--- src/pkg/itimer_map.vh ---
// register offsets, control word fields and codes for the interval timer port
`ifndef ITIMER_MAP_VH
`define ITIMER_MAP_VH
`define ITM_PORT_CH0 2'h0
`define ITM_PORT_CH1 2'h1
`define ITM_PORT_CH2 2'h2
`define ITM_PORT_CTRL 2'h3
`define ITM_CW_SEL_HI 7
`define ITM_CW_SEL_LO 6
`define ITM_CW_ACC_HI 5
`define ITM_CW_ACC_LO 4
`define ITM_CW_MODE_HI 3
`define ITM_CW_MODE_MID 2
`define ITM_CW_MODE_LO 1
`define ITM_CW_BCD 0
`define ITM_SEL_ILLEGAL 2'h3
`define ITM_ACC_LATCH 2'h0
`define ITM_ACC_LOW 2'h1
`define ITM_ACC_HIGH 2'h2
`define ITM_ACC_BOTH 2'h3
`define ITM_MODE_RST 3'h0
`define ITM_ACC_RST 2'h3
`define ITM_COUNT_RST 16'h0000
`endif

--- src/rtl/itm_channel.v ---
// one timer channel: programming state, count loading, down counting and readback
`timescale 1ns/100ps
module itm_channel #(
  parameter W = 16
) (
  input wire clk,
  input wire sys_rst,
  input wire cw_wr,
  input wire [7:0] cw,
  input wire cnt_wr,
  input wire cnt_rd,
  input wire [7:0] wdata,
  input wire cnt_clk,
  input wire gate,
  output reg [7:0] rdata_q,
  output wire [2:0] mode,
  output wire bcd,
  output wire [1:0] access,
  output wire [W-1:0] count,
  output wire loaded
);
`include "itimer_map.vh"
  reg [2:0] mode_q;
  reg bcd_q;
  reg [1:0] acc_q;
  reg [W-1:0] hold_q;
  reg [W-1:0] cnt_q;
  reg [W-1:0] latch_q;
  reg latched_q;
  reg wptr_q;
  reg rptr_q;
  reg pend_q;
  reg armed_q;
  reg run_q;
  reg clk_prev_q;
  reg rose_q;
  wire is_latch;
  wire rise;
  wire fall;
  wire [W-1:0] dec;
  wire [W-1:0] src;
  wire last_w;
  wire last_r;
  assign is_latch = (cw[`ITM_CW_ACC_HI:`ITM_CW_ACC_LO] == `ITM_ACC_LATCH);
  assign rise = cnt_clk & ~clk_prev_q;
  assign fall = ~cnt_clk & clk_prev_q;
  assign last_w = (acc_q != `ITM_ACC_BOTH) | wptr_q;
  assign last_r = (acc_q != `ITM_ACC_BOTH) | rptr_q;
  assign src = latched_q ? latch_q : cnt_q;
  // bcd decrement per decade; zero wraps to 9999, giving the full 10^4 count
  function [W-1:0] bcd_dec;
    input [W-1:0] v;
    integer i;
    reg borrow;
    begin
      bcd_dec = v;
      borrow = 1'b1;
      for (i = 0; i < 4; i = i + 1) begin
        if (borrow) begin
          if (v[i*4 +: 4] == 4'h0) begin
            bcd_dec[i*4 +: 4] = 4'h9;
          end else begin
            bcd_dec[i*4 +: 4] = v[i*4 +: 4] - 4'h1;
            borrow = 1'b0;
          end
        end
      end
    end
  endfunction
  // binary zero wraps to ffff, so a zero load spans 2^16 counts
  assign dec = bcd_q ? bcd_dec(cnt_q) : cnt_q - {{(W-1){1'b0}}, 1'b1};
  always @(posedge clk) begin
    if (sys_rst) begin
      mode_q <= `ITM_MODE_RST;
      bcd_q <= 1'b0;
      acc_q <= `ITM_ACC_RST;
      hold_q <= `ITM_COUNT_RST;
      cnt_q <= `ITM_COUNT_RST;
      latch_q <= `ITM_COUNT_RST;
      latched_q <= 1'b0;
      wptr_q <= 1'b0;
      rptr_q <= 1'b0;
      pend_q <= 1'b0;
      armed_q <= 1'b0;
      run_q <= 1'b0;
      clk_prev_q <= 1'b0;
      rose_q <= 1'b0;
      rdata_q <= 8'h00;
    end else begin
      clk_prev_q <= cnt_clk;
      if (cw_wr && is_latch) begin
        // snapshot only; mode, format and access stay as programmed
        if (!latched_q) begin
          latch_q <= cnt_q;
          latched_q <= 1'b1;
        end
      end else if (cw_wr) begin
        // x1x codes drop the top bit, so codes 6 and 7 read back as 2 and 3
        mode_q <= cw[`ITM_CW_MODE_MID] ? {1'b0, cw[`ITM_CW_MODE_MID:`ITM_CW_MODE_LO]} :
          cw[`ITM_CW_MODE_HI:`ITM_CW_MODE_LO];
        bcd_q <= cw[`ITM_CW_BCD];
        acc_q <= cw[`ITM_CW_ACC_HI:`ITM_CW_ACC_LO];
        wptr_q <= 1'b0;
        rptr_q <= 1'b0;
        latched_q <= 1'b0;
        pend_q <= 1'b0;
        run_q <= 1'b0;
      end else if (cnt_wr) begin
        case (acc_q)
          `ITM_ACC_LOW: hold_q <= {8'h00, wdata};
          `ITM_ACC_HIGH: hold_q <= {wdata, 8'h00};
          default: begin
            if (wptr_q) begin
              hold_q[15:8] <= wdata;
            end else begin
              hold_q[7:0] <= wdata;
            end
          end
        endcase
        if (acc_q == `ITM_ACC_BOTH) begin
          wptr_q <= ~wptr_q;
        end
        // first byte of a two-byte load halts a mode 0 count until the load completes
        if (mode_q == 3'h0 && !last_w) begin
          run_q <= 1'b0;
        end
        pend_q <= last_w;
        rose_q <= 1'b0;
        armed_q <= 1'b0;
      end else if (cnt_rd) begin
        case (acc_q)
          `ITM_ACC_LOW: rdata_q <= src[7:0];
          `ITM_ACC_HIGH: rdata_q <= src[15:8];
          default: rdata_q <= rptr_q ? src[15:8] : src[7:0];
        endcase
        if (acc_q == `ITM_ACC_BOTH) begin
          rptr_q <= ~rptr_q;
        end
        if (last_r) begin
          latched_q <= 1'b0;
        end
      end
      // load transfers on the channel clock's falling edge after a rising edge
      if (pend_q && !cnt_wr && !cw_wr) begin
        if (rise) begin
          rose_q <= 1'b1;
        end
        if (fall && rose_q) begin
          cnt_q <= hold_q;
          pend_q <= 1'b0;
          rose_q <= 1'b0;
          run_q <= 1'b1;
          armed_q <= 1'b1;
        end
      end
      // counting runs on falling edges while gated on; a control word strobe to this channel skips that edge
      if (run_q && !(pend_q && rose_q && fall) && fall && gate && !cw_wr) begin
        cnt_q <= dec;
      end
    end
  end
  assign mode = mode_q;
  assign bcd = bcd_q;
  assign access = acc_q;
  assign count = cnt_q;
  assign loaded = armed_q;
endmodule // itm_channel

--- src/rtl/itm_host_port.v ---
// three-channel interval timer host port: decode, control word dispatch, read mux
`timescale 1ns/100ps
module itm_host_port #(
  parameter NCH = 3
) (
  input wire clk,
  input wire sys_rst,
  input wire cs_n,
  input wire rd_n,
  input wire wr_n,
  input wire port_pick_lo,
  input wire port_pick_hi,
  input wire [7:0] data_in,
  output reg [7:0] data_out_q,
  output reg data_oe_n_q,
  input wire [NCH-1:0] cnt_clk,
  input wire [NCH-1:0] gate,
  output wire [3*NCH-1:0] ch_mode,
  output wire [NCH-1:0] ch_bcd,
  output wire [2*NCH-1:0] ch_access,
  output wire [16*NCH-1:0] ch_count,
  output wire [NCH-1:0] ch_loaded
);
`include "itimer_map.vh"
  wire [1:0] port;
  wire wr_act;
  wire rd_act;
  wire [1:0] cw_sel;
  reg wr_prev_q;
  reg rd_prev_q;
  wire wr_stb;
  wire rd_stb;
  wire [8*NCH-1:0] ch_rdata;
  wire [7:0] sel_rdata;
  assign port = {port_pick_hi, port_pick_lo};
  assign wr_act = ~cs_n & ~wr_n & rd_n;
  assign rd_act = ~cs_n & ~rd_n & wr_n;
  // act once per strobe so a multi-cycle strobe moves a byte pointer only once
  assign wr_stb = wr_act & ~wr_prev_q;
  assign rd_stb = rd_act & ~rd_prev_q;
  assign cw_sel = data_in[`ITM_CW_SEL_HI:`ITM_CW_SEL_LO];
  always @(posedge clk) begin
    if (sys_rst) begin
      wr_prev_q <= 1'b0;
      rd_prev_q <= 1'b0;
    end else begin
      wr_prev_q <= wr_act;
      rd_prev_q <= rd_act;
    end
  end
  genvar g;
  generate
    for (g = 0; g < NCH; g = g + 1) begin : g_ch
      // each channel owns its own state, so order of programming is free
      itm_channel #(.W(16)) u_ch (
        .clk(clk),
        .sys_rst(sys_rst),
        .cw_wr(wr_stb && port == `ITM_PORT_CTRL && cw_sel == g),
        .cw(data_in),
        .cnt_wr(wr_stb && port == g),
        .cnt_rd(rd_stb && port == g),
        .wdata(data_in),
        .cnt_clk(cnt_clk[g]),
        .gate(gate[g]),
        .rdata_q(ch_rdata[8*g +: 8]),
        .mode(ch_mode[3*g +: 3]),
        .bcd(ch_bcd[g]),
        .access(ch_access[2*g +: 2]),
        .count(ch_count[16*g +: 16]),
        .loaded(ch_loaded[g])
      );
    end
  endgenerate
  assign sel_rdata = ch_rdata[8*port +: 8];
  // channel registers its byte on the strobe edge; drive it out a cycle later
  always @(posedge clk) begin
    if (sys_rst) begin
      data_out_q <= 8'h00;
      data_oe_n_q <= 1'b1;
    end else begin
      data_oe_n_q <= ~(rd_act && rd_prev_q && port != `ITM_PORT_CTRL);
      data_out_q <= (port == `ITM_PORT_CTRL) ? 8'h00 : sel_rdata;
    end
  end
endmodule // itm_host_port

--- config.mk ---
export PLATFORM = sky130hd
export DESIGN_NAME = itm_host_port
export DESIGN_NICKNAME = d
export VERILOG_FILES = /design/src/rtl/itm_channel.v /design/src/rtl/itm_host_port.v
export VERILOG_INCLUDE_DIRS = /design/src /design/src/pkg
export SDC_FILE = /design/constraint.sdc
export NUM_CORES = 1
export LEC_CHECK = 0
export BUFFER_PORTS_ARGS = -buffer_cell sky130_fd_sc_hd__buf_2
export CAP_MARGIN = 10
export CORE_ASPECT_RATIO = 1.2
export CORE_UTILIZATION = 40
export DETAILED_ROUTE_END_ITERATION = 7
export GPL_TIMING_DRIVEN = 0
export HOLD_SLACK_MARGIN = 0.03
export SLEW_MARGIN = 20
export SYNTH_ARGS = -nofsm -noshare
export SYNTH_HDL_FRONTEND = slang
export SYNTH_SLANG_ARGS = --single-unit
--- constraint.sdc ---
create_clock -name clk -period 4.46 [get_ports clk]
set_clock_uncertainty 0.15 [all_clocks]
set_input_delay 0.223 -clock clk [delete_from_list [all_inputs] [get_ports clk]]
set_output_delay 0.223 -clock clk [all_outputs]
set_load 0.05 [all_outputs]
After elaboration in Yosys (flattened, before gate mapping)
Cells that the tools add are included.

Add/subtract/negate cells: 15. Eq/ne operators: 36. Shift-type cells: 1. Muxes and demuxes: 169. Bitwise gates (word level): 45. Reductions and logical operators: 133.

Operators with widths (count): $mux 16 (15); $mux 1 (117); $pmux 16 s2 (3); $mux 4 (21); $mux 8 (9); $logic_not 4->1 (12); $pmux 8 s2 (3); $reduce_and 4->1 (12); $sub 16x1->16 const B (3); $sub 4x1->4 const B (12); $logic_and 1x1->1 (45); $reduce_and 3->1 (15); $ne 3x3->1 const B (12); $reduce_bool 2->1 (15); $not 1->1 (27); $reduce_bool 3->1 (9); $shiftx 24x6->8 (1); $eq 2x2->1 const B (9); $and 1x1->1 (12); $logic_not 1->1 (12); $reduce_and 2->1 (6); $eq 2x1->1 const B (5); $logic_not 3->1 (3); $ne 3x2->1 const B (3); other kinds (6) (18).

Register bits: 221. Input port bits: 21. Output and inout port bits: 78. Word-level logic and storage cells: 460.

Logic depth before layout (Yosys ltp)
Word-level depth: 11. Depth in mapped cells: 9. Mapped depth without buffers: 8.

Modules after synthesis
From an unflattened synthesis, not the netlist that was laid out.

Cells, all modules: 1432. Area, all modules: 11807.6 um^2.

By module, submodules not included: itm_channel at g_ch[0].u_ch ... (times used 2, cells an instance 459, area each 3764.9 um^2, sequential area each 1401.3 um^2); itm_channel at g_ch[2].u_ch (times used 1, cells an instance 448, area each 3689.8 um^2, sequential area each 1401.3 um^2); itm_host_port (times used 1, cells an instance 66, area each 588.1 um^2, sequential area each 220.2 um^2).

Least setup slack after synthesis
OpenSTA, ideal clock, no wires.

Path type: reg2reg. Start point: register g_ch[2].u_ch.cnt_q[0]. End point: register g_ch[2].u_ch.cnt_q[10]. Library setup time: 70 ps. Arrival: 2407 ps. Required time: 4240 ps. Path slack: 1833 ps. Stages on the path, launching flop included: 9. Buffers on the path: 0. Clock period less this slack: 2627 ps. Cell sequence: dfxtp_1 -> inv_1 -> ha_1 -> nor3b_1 -> nor2b_1 -> a22oi_1 -> o311a_1 -> or3_1 -> a21oi_1.

Cells in the longest elaborated chain, start to end: 5. Elaborated cells on any way between the ends: 8. Classes of those cells: add/sub (1); eq/ne (1); mux (4); reduce/logical (2).

Ends and longest elaborated chain: from (decl) (RTL line itm_channel.v:27) `reg [W-1:0] cnt_q;`; from (signal assigned) (RTL line itm_channel.v:78) `` cnt_q <= `ITM_COUNT_RST; ``; from (signal assigned) (RTL line itm_channel.v:149) `cnt_q <= hold_q;`; branches (longest 5 deep; another with $sub 16x1->16).

Several ways; the timed one is not identified. A chain may end at the register's enable or synchronous reset.

Worst setup path in the final report
Ends and elaborated chain as after synthesis.

==> flow_results.xml <==
<?xml version="1.0" encoding="UTF-8"?>
<metrics>
  <group name="critical_path">
    <metric name="worstReg2RegEnd" unit="">g_ch[2].u_ch.count[10]</metric>
    <metric name="critical_path.cell_chain" unit="">inv_1 &gt; ha_1 &gt; nor3b_1 &gt; nor2b_1 &gt; a22oi_1 &gt; o311a_1 &gt; or3_1 &gt; a21oi_1</metric>
    <metric name="critPathKind" unit="">reg -&gt; reg</metric>
    <metric name="cp.required" unit="ns">4.75</metric>
    <metric name="reg2reg_depth" unit="">8</metric>
    <metric name="timing.critical_path.slowest_cell_delay" unit="ns">0.78</metric>
    <metric name="master_of_the_slowest_instance_on_the_critical_path" unit="">sky130_fd_sc_hd__nor3b_1</metric>
    <metric name="reg2reg_from" unit="">g_ch[2].u_ch.count[0]</metric>
    <metric name="crit_path_max_fanout" unit="">7</metric>
    <metric name="critical_path_arrival" unit="ns">3.39</metric>
    <metric name="r2r_slack" unit="ns">1.36</metric>
    <metric name="endpoint_kind" unit="">register</metric>
    <metric name="cp_launch_type" unit="">register</metric>
  </group>
  <group name="clocking">
    <metric name="numCtsBuffers" unit="">24</metric>
    <metric name="ctsHtreeMaxLevel" unit="">1</metric>
    <metric name="worstSkewPairLatency" unit="ns">0.52</metric>
    <metric name="clk_transition_reported_paths" unit="ns">0.06</metric>
    <metric name="ctsResizeCount" unit="">0</metric>
    <metric name="numClockSinks" unit="">221</metric>
    <metric name="cts_tree" unit="">yes</metric>
    <metric name="clock_root_buffer_master" unit="">sky130_fd_sc_hd__clkbuf_16</metric>
    <metric name="clk_path_buf_depth" unit="">3</metric>
  </group>
  <group name="route">
    <metric name="drt.antenna.violating_nets" unit="">0</metric>
    <metric name="total_via_count_after_detailed_routing" unit="">11529</metric>
    <metric name="drtIter0Drc" unit="">1066</metric>
    <metric name="routed_wire_length_per_instance" unit="µm">19.9</metric>
    <metric name="vias_per_cell" unit="">5.78</metric>
    <metric name="dr_pass1_iterations" unit="">7</metric>
    <metric name="drt_drc_violations_left" unit="">0</metric>
    <metric name="finalWirelength" unit="µm">39600</metric>
  </group>
  <group name="sta">
    <metric name="hold-worst-slack" unit="ns">0.0703</metric>
    <metric name="hold_violations" unit="">0</metric>
    <metric name="max_slew.worst_pin.slew" unit="ns">1.08</metric>
    <metric name="grt_setup_unrepaired" unit="">no</metric>
    <metric name="fmax" unit="MHz">322</metric>
    <metric name="max-slew-margin-rel" unit="">0.273</metric>
    <metric name="total_negative_slack_for_setup_checks" unit="ns">0</metric>
    <metric name="max_slew_violation_count" unit="">0</metric>
    <metric name="final.min_clock_period" unit="ns">3.10</metric>
    <metric name="timing.final.setup_violations" unit="">0</metric>
    <metric name="min_period_over_period" unit="">0.696</metric>
  </group>
  <group name="synth">
    <metric name="ys.warnings.count" unit="">0</metric>
    <metric name="ys.flop_type" unit="">sky130_fd_sc_hd__dfxtp_1</metric>
    <metric name="synth.top_cell.area_share" unit="">0.387</metric>
    <metric name="synth.lib_cells_used.distinct" unit="">70</metric>
    <metric name="post_synth_instance_area" unit="µm²">11400</metric>
    <metric name="average_cell_area_after_synthesis" unit="µm²">7.80</metric>
    <metric name="synthesized_netlist_net_count" unit="">1504</metric>
    <metric name="netlist_instances" unit="">1468</metric>
    <metric name="yosys_register_bits" unit="">221</metric>
    <metric name="synth_area_leader_cell" unit="">sky130_fd_sc_hd__dfxtp_1</metric>
    <metric name="ys_async_sr_fraction" unit="">0</metric>
    <metric name="synth_enable_flop_cells" unit="">0</metric>
    <metric name="post_synth_main_area_contributors" unit="">sky130_fd_sc_hd__dfxtp_1 39%, sky130_fd_sc_hd__a21oi_1 7.6%, sky130_fd_sc_hd__nand2_1 5.6%</metric>
    <metric name="synth_sequential_area_ratio" unit="">0.387</metric>
  </group>
  <group name="power">
    <metric name="power.total" unit="W">0.00448</metric>
    <metric name="p_per_area" unit="nW/µm²">335</metric>
    <metric name="vdd_drop_max" unit="V">0.000231</metric>
    <metric name="p_leak" unit="nW">5.10</metric>
  </group>
  <group name="final_layout">
    <metric name="layout-area-overhead-vs-synth" unit="%">17.1</metric>
    <metric name="layout.nets" unit="">1631</metric>
    <metric name="post_route_cells_drive_above_1_share" unit="">0.130</metric>
    <metric name="mostFrequentLayoutCell" unit="">sky130_fd_sc_hd__dfxtp_1</metric>
    <metric name="commonest_cells_after_routing_fill_and_taps_aside" unit="">221 x sky130_fd_sc_hd__dfxtp_1, 174 x sky130_fd_sc_hd__a21oi_1, 172 x sky130_fd_sc_hd__nand2_1, 160 x sky130_fd_sc_hd__nor2_1, 112 x sky130_fd_sc_hd__buf_2</metric>
  </group>
  <group name="die">
    <metric name="fp-row-count" unit="">67</metric>
    <metric name="initial_core_util" unit="">0.409</metric>
    <metric name="pin_count" unit="">99</metric>
    <metric name="dieHeight" unit="µm">187</metric>
    <metric name="placeable_core_region" unit="µm²">28000</metric>
    <metric name="die-width" unit="µm">156</metric>
    <metric name="die_area" unit="µm²">29300</metric>
  </group>
  <group name="global_routing">
    <metric name="grt_start_max_net_pins" unit="">15</metric>
    <metric name="grt_antenna_before_repair" unit="">0</metric>
    <metric name="overall_global_routing_resource_usage" unit="">0.267</metric>
    <metric name="grt_pass1_vias" unit="">10703</metric>
    <metric name="global_route.overflow_total" unit="">0</metric>
    <metric name="grt_pass1_wl" unit="µm">60900</metric>
  </group>
  <group name="min_path">
    <metric name="timing.hold.worst.class" unit="">in -&gt; reg</metric>
    <metric name="min-delay-start" unit="">port_pick_hi</metric>
    <metric name="hold_path_end" unit="">data_oe_n_q</metric>
    <metric name="whs_path_depth" unit="">3</metric>
  </group>
  <group name="placed_design">
    <metric name="io_buffer_count" unit="">93</metric>
    <metric name="place_congestion" unit="">0.899</metric>
    <metric name="hpwl" unit="µm">29100</metric>
  </group>
  <group name="job">
    <metric name="maxCapViolCount" unit="">0</metric>
  </group>
  <group name="outcome">
    <metric name="run_status" unit="">complete, no violations</metric>
  </group>
</metrics>
[cells in the mapped netlist (15+ instances only)]
cell type	number
sky130_fd_sc_hd__a211oi_1	63
sky130_fd_sc_hd__nor2_1	160
sky130_fd_sc_hd__nand3_1	68
sky130_fd_sc_hd__inv_1	50
sky130_fd_sc_hd__ha_1	15
sky130_fd_sc_hd__mux2_2	19
sky130_fd_sc_hd__buf_2	19
sky130_fd_sc_hd__clkbuf_1	78
sky130_fd_sc_hd__mux2i_1	59
sky130_fd_sc_hd__dfxtp_1	221
sky130_fd_sc_hd__nand2_1	172
sky130_fd_sc_hd__o21ai_0	71
sky130_fd_sc_hd__a21oi_1	174
sky130_fd_sc_hd__a221oi_1	30
sky130_fd_sc_hd__nor3_1	45
[per-stage QoR]
step | std cells | util | worst slack, ns | cell area [µm²]
6_report | 1993 | 0.479 | 1.36 | 13400
5_1_grt | 1992 | 0.478 | 1.15 | 13400
4_1_cts | 1992 | 0.478 | 1.42 | 13400
3_5_place_dp | 1940 | 0.443 | 1.44 | 12400
3_3_place_gp | 1940 | 0.442 | 1.33 | 12400
2_1_floorplan | 1468 | - | 1.83 | 11400
[routing by layer]
layer,track usage,part of all wire,vias to the layer above
li1,-,-,5532
met1,0.340,0.43,5524
met2,0.450,0.47,388
met3,0.0334,0.059,85
met4,0.110,0.040,0
met5,0,0,-
[where the power goes]
part / internal, W / switching (W) / leakage, nW / total, W
Clock: 0.00148 / 0.000851 / 0.461 / 0.00233
Sequential: 0.00198 / 0.00000539 / 1.78 / 0.00199
Combinational: 0.0000382 / 0.000131 / 2.86 / 0.000169
[registers in the layout, summed over array words and instances, names as in the netlist, 6 cells and up]
name,flops
g_ch.u_ch.access,6
g_ch.u_ch.count,48
g_ch.u_ch.mode,9
g_ch.u_ch.hold_q,48
g_ch.u_ch.latch_q,48
data_out_q,8
g_ch.u_ch.rdata_q,24
[timing repair]
action / in CTS / in global routing
hold buffers: 8 / 0
hold endpoints to repair: 15 / 0
buffers inserted: 0 / 0
[critical path: cells and delay by family, from the launching register on]
kind	cells	cell delay, ns
simple gates	3	1.49
compound gates	3	0.62
flops	1	0.37
fa+ha+maj	1	0.21
buf+inv	1	0.17
[layout make-up]
class	count	area, µm²
clock inverters	15	254
flip-flops and latches	221	4420
repair buffers	101	546
multi-input cells	1082	6350
diodes	1	2.50
inverters	50	188
well taps	379	474
clock buffers	29	671
plain buffers	115	489
fillers	2874	14600
[worst max path at each step]
| stage | from | endpoint |
|---|---|---|
| 2_1_floorplan | g_ch[2].u_ch.count[0] | g_ch[2].u_ch.count[10] |
| 3_3_place_gp | port_pick_hi | g_ch[0].u_ch.count[9] |
| 3_5_place_dp | g_ch[2].u_ch.count[0] | g_ch[2].u_ch.count[10] |
| 4_1_cts | g_ch[2].u_ch.count[0] | g_ch[2].u_ch.count[10] |
| 5_1_grt | g_ch[2].u_ch.count[0] | g_ch[2].u_ch.count[10] |
| 6_report | g_ch[2].u_ch.count[0] | g_ch[2].u_ch.count[10] |
[logic make-up after synthesis]
kind of cell               count (synthesis)  synth area share
buffers and inverters                    165            0.0592
muxes                                     80            0.0727
AOI/OAI and AO/OA                        430             0.233
and+or+nand+nor                          556             0.231
adders and majority gates                 15            0.0164
xor gates and xnor gates                   1          0.000766
DFF                                      221             0.387
No activity file was read; power rests on OpenSTA's default activity.
